$ cat src/logic/brg_pkg.sv
// package for the bus-reset, gap-count and low-power control block
// ---------------------------------------------------------------
// ---------------------------------------------------------------
package brg_pkg;
	// register offsets
	localparam logic [3:0] REG_PHY1 = 4'h1;
	localparam logic [3:0] REG_STATUS = 4'h2;
	localparam logic [3:0] REG_IRQ_STAT = 4'h3;
	localparam logic [3:0] REG_IRQ_MASK = 4'h4;
	// field positions in the shared reset register
	localparam int REQ_BIT = 6;
	localparam int HOLDOFF_BIT = 7;
	localparam int GAP_LSB = 0;
	// reset values
	localparam logic [5:0] GAP_MAX = 6'h3f;
	localparam logic HOLDOFF_RESET = 1'b0;
	// bus reset length in cycles
	localparam int RESET_CYCLES = 16;
	// interrupt bits
	localparam int IRQ_RESET_DONE = 0;
	localparam int IRQ_GAP_FORCED = 1;
	localparam int IRQ_WAKE = 2;
	localparam int IRQ_W = 3;

	typedef enum logic [1:0] {ST_IDLE, ST_RESET, ST_INIT} brg_state_t;
	typedef enum logic [1:0] {PW_ACTIVE, PW_LOW, PW_DEEP} brg_pwr_t;

	typedef struct packed {
		logic valid;
		logic holdoff;
		logic [5:0] gap;
	} brg_cfg_t;

	typedef struct packed {
		logic write;
		logic read;
		logic [3:0] addr;
		logic [7:0] wdata;
	} brg_bus_t;
endpackage

$ cat src/logic/brg_sync.sv
// two flip-flop synchroniser for a group of pin levels
`timescale 1ns/1ps
module brg_sync #(
	parameter int W = 1
) (
	input wire logic i_clk,
	input wire logic i_reset_n,
	input wire logic [W-1:0] i_async,
	output logic [W-1:0] o_sync
);
	logic [W-1:0] stage1;

	always_ff @(posedge i_clk or negedge i_reset_n)
	begin
		if (!i_reset_n)
		begin
			stage1 <= '0;
			o_sync <= '0;
		end
		else
		begin
			stage1 <= i_async;
			o_sync <= stage1;
		end
	end
endmodule

$ cat src/logic/brg_top.sv
// bus reset, gap count and automatic low-power control
`timescale 1ns/1ps
module brg_top #(
	parameter int PORTS = 2
) (
	// clock and reset
	input wire logic i_clk,
	input wire logic i_reset_n,
	// register port
	input wire logic [3:0] i_addr,
	input wire logic [7:0] i_wdata,
	input wire logic i_write,
	input wire logic i_read,
	output logic [7:0] o_rdata,
	// config packets and externally seen bus resets
	input wire logic i_cfg_rx_valid,
	input wire logic i_cfg_tx_valid,
	input wire logic i_cfg_holdoff,
	input wire logic [5:0] i_cfg_gap,
	input wire logic i_peer_bus_reset,
	// pins
	input wire logic i_link_power_status,
	input wire logic [PORTS-1:0] i_port_connected,
	input wire logic [PORTS-1:0] i_port_disabled,
	input wire logic [PORTS-1:0] i_port_suspended,
	input wire logic [PORTS-1:0] i_port_bias,
	input wire logic [PORTS-1:0] i_port_wake_interrupt_enable,
	// outputs
	output logic o_bus_reset,
	output logic o_bus_init,
	output logic [5:0] o_gap_count,
	output logic o_root_holdoff_flag,
	output logic o_clock_gen_en,
	output logic o_deepest_sleep_state,
	output logic o_link_active,
	output logic o_irq
);
	// ---------------------------------------------------------------
	// pin synchronisers
	// ---------------------------------------------------------------
	localparam int SW = 1 + 5 * PORTS;
	logic [SW-1:0] pins_sync;
	logic link_power_status;
	logic [PORTS-1:0] p_con, p_dis, p_sus, p_bias, p_wie;

	brg_sync #(.W(SW)) u_sync (
		.i_clk(i_clk),
		.i_reset_n(i_reset_n),
		.i_async({i_link_power_status, i_port_connected, i_port_disabled,
			i_port_suspended, i_port_bias, i_port_wake_interrupt_enable}),
		.o_sync(pins_sync)
	);
	assign {link_power_status, p_con, p_dis, p_sus, p_bias, p_wie} = pins_sync;

	// ---------------------------------------------------------------
	// state
	// ---------------------------------------------------------------
	typedef struct packed {
		brg_pkg::brg_state_t st;
		brg_pkg::brg_pwr_t pwr;
		logic [4:0] cnt;
		logic [5:0] gap;
		logic holdoff;
		logic gap_updated;
		logic [PORTS-1:0] con_prev;
		logic [PORTS-1:0] sus_bias_prev;
		logic [brg_pkg::IRQ_W-1:0] irq_stat;
		logic [brg_pkg::IRQ_W-1:0] irq_mask;
		logic [7:0] rdata;
		logic irq;
		logic link_active;
		logic [1:0] warm;
		logic bus_reset;
		logic bus_init;
		logic clk_en;
		logic deep;
	} brg_top_state_t;

	brg_top_state_t s, next_s;
	brg_pkg::brg_bus_t bus;
	brg_pkg::brg_cfg_t cfg;
	logic req_write;
	logic ports_idle;
	logic deep_ok;
	logic port_event;
	logic [brg_pkg::IRQ_W-1:0] ev;
	logic reset_start;
	logic reset_end;
	logic [PORTS-1:0] deep_each;

	assign bus = '{write: i_write, read: i_read, addr: i_addr,
		wdata: i_wdata};
	assign cfg = '{valid: i_cfg_rx_valid | i_cfg_tx_valid,
		holdoff: i_cfg_holdoff, gap: i_cfg_gap};
	assign req_write = bus.write && bus.addr == brg_pkg::REG_PHY1 &&
		bus.wdata[brg_pkg::REQ_BIT];

	// ---------------------------------------------------------------
	// port activity
	// ---------------------------------------------------------------
	genvar g;
	generate
		for (g = 0; g < PORTS; g++)
		begin : g_port
			assign deep_each[g] = !p_con[g] ||
				(p_dis[g] && !p_wie[g]);
		end
	endgenerate

	assign ports_idle = &(~p_con | p_dis | p_sus);
	assign deep_ok = &deep_each;
	// port events needing a response
	assign port_event = |(p_sus & p_bias & ~s.sus_bias_prev) ||
		|(p_sus & s.con_prev & ~p_con) ||
		|(~p_dis & p_con & ~s.con_prev);

	assign reset_start = s.st == brg_pkg::ST_IDLE &&
		(req_write || i_peer_bus_reset);
	assign reset_end = s.st == brg_pkg::ST_RESET &&
		s.cnt == 5'(brg_pkg::RESET_CYCLES - 1);

	// ---------------------------------------------------------------
	// next state
	// ---------------------------------------------------------------
	always_comb
	begin
		next_s = s;
		ev = '0;
		next_s.con_prev = p_con;
		next_s.sus_bias_prev = p_sus & p_bias;
		// pin levels valid once both sync stages have filled
		next_s.warm = {s.warm[0], 1'b1};
		// gap count and holdoff loading
		if (req_write)
		begin
			next_s.gap = bus.wdata[brg_pkg::GAP_LSB +: 6];
			next_s.holdoff = bus.wdata[brg_pkg::HOLDOFF_BIT];
			next_s.gap_updated = 1'b1;
		end
		else if (cfg.valid)
		begin
			next_s.gap = cfg.gap;
			next_s.holdoff = cfg.holdoff;
			next_s.gap_updated = 1'b1;
		end
		// reset sequencer
		unique case (s.st)
			brg_pkg::ST_IDLE:
			begin
				if (reset_start)
				begin
					next_s.st = brg_pkg::ST_RESET;
					next_s.cnt = '0;
					next_s.pwr = brg_pkg::PW_ACTIVE;
					// no update since the last reset forces maximum
					if (!s.gap_updated && !req_write &&
						!cfg.valid)
					begin
						next_s.gap = brg_pkg::GAP_MAX;
						ev[brg_pkg::IRQ_GAP_FORCED] = 1'b1;
					end
					next_s.gap_updated = 1'b0;
				end
			end
			brg_pkg::ST_RESET:
			begin
				next_s.cnt = s.cnt + 5'd1;
				if (reset_end)
				begin
					next_s.st = brg_pkg::ST_INIT;
					next_s.cnt = '0;
				end
			end
			brg_pkg::ST_INIT:
			begin
				next_s.cnt = s.cnt + 5'd1;
				if (s.cnt == 5'(brg_pkg::RESET_CYCLES - 1))
				begin
					next_s.st = brg_pkg::ST_IDLE;
					ev[brg_pkg::IRQ_RESET_DONE] = 1'b1;
				end
			end
		endcase
		// low-power control
		unique case (s.pwr)
			brg_pkg::PW_ACTIVE:
			begin
				if (!link_power_status && ports_idle && s.st == brg_pkg::ST_IDLE &&
					!reset_start && s.warm[1])
				begin
					next_s.pwr = deep_ok ? brg_pkg::PW_DEEP
						: brg_pkg::PW_LOW;
					next_s.link_active = 1'b0;
				end
				else if (link_power_status)
					next_s.link_active = 1'b1;
			end
			brg_pkg::PW_LOW, brg_pkg::PW_DEEP:
			begin
				if (link_power_status)
				begin
					next_s.pwr = brg_pkg::PW_ACTIVE;
					next_s.link_active = 1'b1;
					ev[brg_pkg::IRQ_WAKE] = 1'b1;
				end
				else if (port_event && s.pwr == brg_pkg::PW_LOW)
				begin
					next_s.pwr = brg_pkg::PW_ACTIVE;
					next_s.link_active = 1'b0;
					ev[brg_pkg::IRQ_WAKE] = 1'b1;
				end
				else if (s.pwr == brg_pkg::PW_LOW && deep_ok)
					next_s.pwr = brg_pkg::PW_DEEP;
				else if (s.pwr == brg_pkg::PW_DEEP && !deep_ok)
					next_s.pwr = brg_pkg::PW_LOW;
			end
			default:
				next_s.pwr = brg_pkg::PW_ACTIVE;
		endcase
		// registered copies of the decoded outputs
		next_s.bus_reset = next_s.st == brg_pkg::ST_RESET;
		next_s.bus_init = next_s.st == brg_pkg::ST_INIT;
		next_s.clk_en = next_s.pwr == brg_pkg::PW_ACTIVE;
		next_s.deep = next_s.pwr == brg_pkg::PW_DEEP;
		// register writes; set wins over write-one clear
		if (bus.write && bus.addr == brg_pkg::REG_IRQ_MASK)
			next_s.irq_mask = bus.wdata[brg_pkg::IRQ_W-1:0];
		if (bus.write && bus.addr == brg_pkg::REG_IRQ_STAT)
			next_s.irq_stat = s.irq_stat & ~bus.wdata[brg_pkg::IRQ_W-1:0];
		next_s.irq_stat = next_s.irq_stat | ev;
		next_s.irq = |(next_s.irq_stat & next_s.irq_mask);
		// read data, valid the cycle after the strobe
		next_s.rdata = '0;
		if (bus.read)
		begin
			unique case (bus.addr)
				brg_pkg::REG_PHY1:
					next_s.rdata = {s.holdoff, 1'b0, s.gap};
				brg_pkg::REG_STATUS:
					next_s.rdata = {3'b000, s.gap_updated, s.link_active,
						s.pwr, s.st != brg_pkg::ST_IDLE};
				brg_pkg::REG_IRQ_STAT:
					next_s.rdata = 8'(s.irq_stat);
				brg_pkg::REG_IRQ_MASK:
					next_s.rdata = 8'(s.irq_mask);
				default:
					next_s.rdata = '0;
			endcase
		end
	end

	always_ff @(posedge i_clk or negedge i_reset_n)
	begin
		if (!i_reset_n)
		begin
			s <= '0;
			s.st <= brg_pkg::ST_IDLE;
			s.pwr <= brg_pkg::PW_ACTIVE;
			s.gap <= brg_pkg::GAP_MAX;
			s.holdoff <= brg_pkg::HOLDOFF_RESET;
			s.clk_en <= 1'b1;
		end
		else
			s <= next_s;
	end

	// ---------------------------------------------------------------
	// outputs
	// ---------------------------------------------------------------
	assign o_rdata = s.rdata;
	assign o_bus_reset = s.bus_reset;
	assign o_bus_init = s.bus_init;
	assign o_gap_count = s.gap;
	assign o_root_holdoff_flag = s.holdoff;
	assign o_clock_gen_en = s.clk_en;
	assign o_deepest_sleep_state = s.deep;
	assign o_link_active = s.link_active;
	assign o_irq = s.irq;
endmodule

$ cat config.mk
export PLATFORM = sky130hd
export DESIGN_NAME = brg_top
export DESIGN_NICKNAME = d
export VERILOG_FILES = /design/src/logic/brg_pkg.sv /design/src/logic/brg_sync.sv /design/src/logic/brg_top.sv
export SDC_FILE = /design/constraint.sdc
export NUM_CORES = 1
export LEC_CHECK = 0
export BUFFER_PORTS_ARGS = -buffer_cell sky130_fd_sc_hd__buf_4
export CAP_MARGIN = 20
export CORE_MARGIN = 10
export CORE_UTILIZATION = 45
export DETAILED_ROUTE_END_ITERATION = 12
export GPL_TIMING_DRIVEN = 1
export MAX_ROUTING_LAYER = met4
export PLACE_DENSITY = 0.68
export SLEW_MARGIN = 0
export SYNTH_ARGS = -nofsm -noshare
export SYNTH_HDL_FRONTEND = slang
export SYNTH_HIERARCHICAL = 1
export SYNTH_SLANG_ARGS = --single-unit
$ cat constraint.sdc
create_clock -name i_clk -period 2.7 [get_ports i_clk]
set_clock_uncertainty 0.05 [all_clocks]
set_input_delay 0.27 -clock i_clk [delete_from_list [all_inputs] [get_ports i_clk]]
set_output_delay 0.27 -clock i_clk [all_outputs]
set_load 0.05 [all_outputs]
==> results.toml <==
[pwr]
p_leak_nw = 1.656
pwr-share-seq_pct = 43.1
peakVddDrop_v = 0.0005776
power.total_mw = 2.727
clockPowerShare_pct = 28.7
switching_share_pct = 32.59
share_comb_of_total_power_pct = 28.2
internal_power_mw = 1.838
switchingPower_mw = 0.8886
p_per_area_nw_per_um2 = 766.8

[global_route]
grt_pass1_vias = 2086
grt_pass1_wl_um = 9804
antenna_found_initial = 0
globalRoute.totalOverflow = 0
grt_max_degree = 65
grtUsageTotal_pct = 12.72

[worst_hold_path]
hold_path_class = "input pin to flip-flop"

[final_layout]
stdcell_count = 401
final_util_pct = 59.36
final_common_cell = "buf_4"
area_delta_synth_final_pct = 25.86
layout_common_cells = "buf_4 (60), dfrtp_1 (57), nand2_1 (40), o21ai_0 (15), dlygate4sd3_1 (12)"
n_antenna_cell = 0
fill_cells = 527
final_layout_size_suffix_gt1_share_pct = 26.99
final_nets = 368

[timing]
rsz0062_at_grt = "no"
hold_viol = 0
finalCritPeriodShare_pct = 77.85
finalSetupViolations = 0
period_minus_slack_ns = 2.102
final-max-slew-violation-count = 0
worst_pin_slew_ns = 0.7688
fmax_mhz = 475.7
tns_ns = 0
slew-limit-headroom_pct = 48.75

[logic_synthesis]
synth_top_area_share_pct = 50.49
synth_area_leaders = "dfrtp_1 (50%), dfstp_2 (6.5%), nand2_1 (5.3%), ha_1 (4.0%), buf_4 (3.7%)"
yosys_most_used_dff = "dfrtp_1"
yosysUniqueCellTypes = 54
syn_nets = 303
seq_area_frac_synth_pct = 57.00
synth_edf_count = 0
async_reset_ff_share_pct = 100.0
synth_warnings = 6
syn_area_per_cell_um2 = 10.99
synth_cells = 257
synth_top_area_cell = "dfrtp_1"
synth_seq_cells = 64
syn_area_um2 = 2825

[detailed_routing]
viasPerCell = 5.125
num_vias = 2055
antenna_left = 0
first_pass_iters = 4
post-route-drc-count = 0
drt-total-wl_um = 5949
routedWlPerCell_um = 14.84
drt_iter0_drc = 95

[clock_network]
clock_sinks = 64
clk_latency_ns = 0.33
postCtsSetupRepairBufs = 0
cts_root_buffer = "clkbuf_8"
cts.clk_slew.worst_paths_ns = 0.06
numCtsBuffers = 9
cts_buffer_depth = 2
cts_tree = "built"
cts_max_level = 3

[setup_path]
crit_arrival_ns = 2.33
worst-path-max-fanout = 6
crit_required_ns = 2.92
cp-start-kind = "flip-flop"
cp-end-kind = "flip-flop"
path_class = "flip-flop to flip-flop"

[place]
port_buffers = 56
place_hpwl_um = 4425
gp_congestion = 0.8615
dpl.cell_count = 374

[outcome]
status = "finished, final reports clean"

[die]
ios = 58
core_um2 = 5991
num_rows = 28
die_y_um = 99.24
die_w_um = 99.24
start_util_pct = 47.16
fp.dieArea_um2 = 9848

[run]
drv_cap = 0
## metrics by stage
| step | setup slack (ns) | hold slack [ns] | instance area [um2] |
|---|---|---|---|
| 6_report | 0.5979 | 0.1301 | 3556 |
| 4_1_cts | 0.5934 | 0.1177 | 3556 |
| 3_5_place_dp | 0.6021 | 0.2847 | 3248 |
| 3_3_place_gp | 0.6776 | 0.2827 | 3248 |
| 2_1_floorplan | 0.7916 | -0.07559 | 2825 |
| 5_1_grt | 0.3702 | 0.1357 | 3556 |
## cell usage after synthesis (all sizes together) (3+ instances only)
master   n
o31ai    3
mux2     3
dfstp    7
ha       9
and3     5
clkbuf   3
o21ai   17
a22o     3
nand2b   3
nor2     9
nor3b    5
nor2b    9
nand2   40
nor4b    3
nand3    9
dfrtp   57
inv     10
a21oi    6
a22oi    7
o211ai   4
buf     15
## metal layers
metal	global-route usage [%]	vias to the layer above	part of all wire [%]
met5	-	-	0
met4	5.623	0	1.7
met3	4.567	7	6.5
met2	18.99	52	47
met1	15.13	974	44
li1	-	1022	-
## worst max-delay path, stage by stage, from the launching register on
cell and delay, ns:
dfrtp_1 0.39, inv_1 0.12, ha_1 0.31, inv_1 0.06
a311oi_1 0.40, nand2_1 0.15, a41oi_1 0.38, a31o_1 0.20
## logic make-up (layout without fill, tap and decap cells)
group           count (synthesis)  count (layout)  synth area share [%]
simple gates                   94              94                 17.89
mux                             3               3                 1.196
flops                          64              64                 57.00
compound gates                 57              57                 14.04
fa+ha+maj                       9               9                 3.986
other cells                     2               2                0.2658
buf+inv                        28              97                 5.624
## flip-flops by register name, summed over array words and instances, names as in the netlist, 6 cells and up
name and flops:
s 21, u_sync/stage1 11, u_sync/o_sync 11, o_rdata 7
o_gap_count 6
## area by class of cell
type                    count  area [um2]  area share (%)
flip-flops and latches     64        1610           45.28
multi-input cells         165        1056           29.70
repair buffers             72       570.5           16.05
clock buffers              12       145.1           4.082
well taps                  75       93.84           2.639
clock inverters             3       42.54           1.196
inverters                  10       37.54           1.056
## timing repair
item | CTS | global route
resized for setup | 0 | 0
hold buffers | 12 | 0
hold endpoints to repair | 68 | 0
## path summary, 6_finish.rpt
path                       cells past startpoint  slack (ns)                  startpoint                          to
min                                            3        0.13                  i_wdata[4]    o_gap_count[4]$_DFF_PN1_
max                                            7        0.60             s[41]$_DFF_PN0_    o_clock_gen_en$_DFF_PN1_
min reg2reg                                    0        0.29  u_sync/stage1[0]$_DFF_PN0_  u_sync/o_sync[0]$_DFF_PN0_
min in group asynchronous                      2        0.51                   i_reset_n  u_sync/stage1[7]$_DFF_PN0_
max reg2reg                                    7        0.60             s[41]$_DFF_PN0_    o_clock_gen_en$_DFF_PN1_
max in group asynchronous                      2        1.59                   i_reset_n             s[41]$_DFF_PN0_
## power groups by stage
stage | logic, mW | clock network (mW) | registers (mW)
after floorplan | 0.429 | 0 | 1.28
after global placement | 0.752 | 0 | 1.19
after detailed placement | 0.758 | 0 | 1.19
after CTS | 0.777 | 0.808 | 1.17
after global routing | 0.853 | 0.852 | 1.19
final | 0.770 | 0.783 | 1.17
Power figures use the tool's default switching activity.
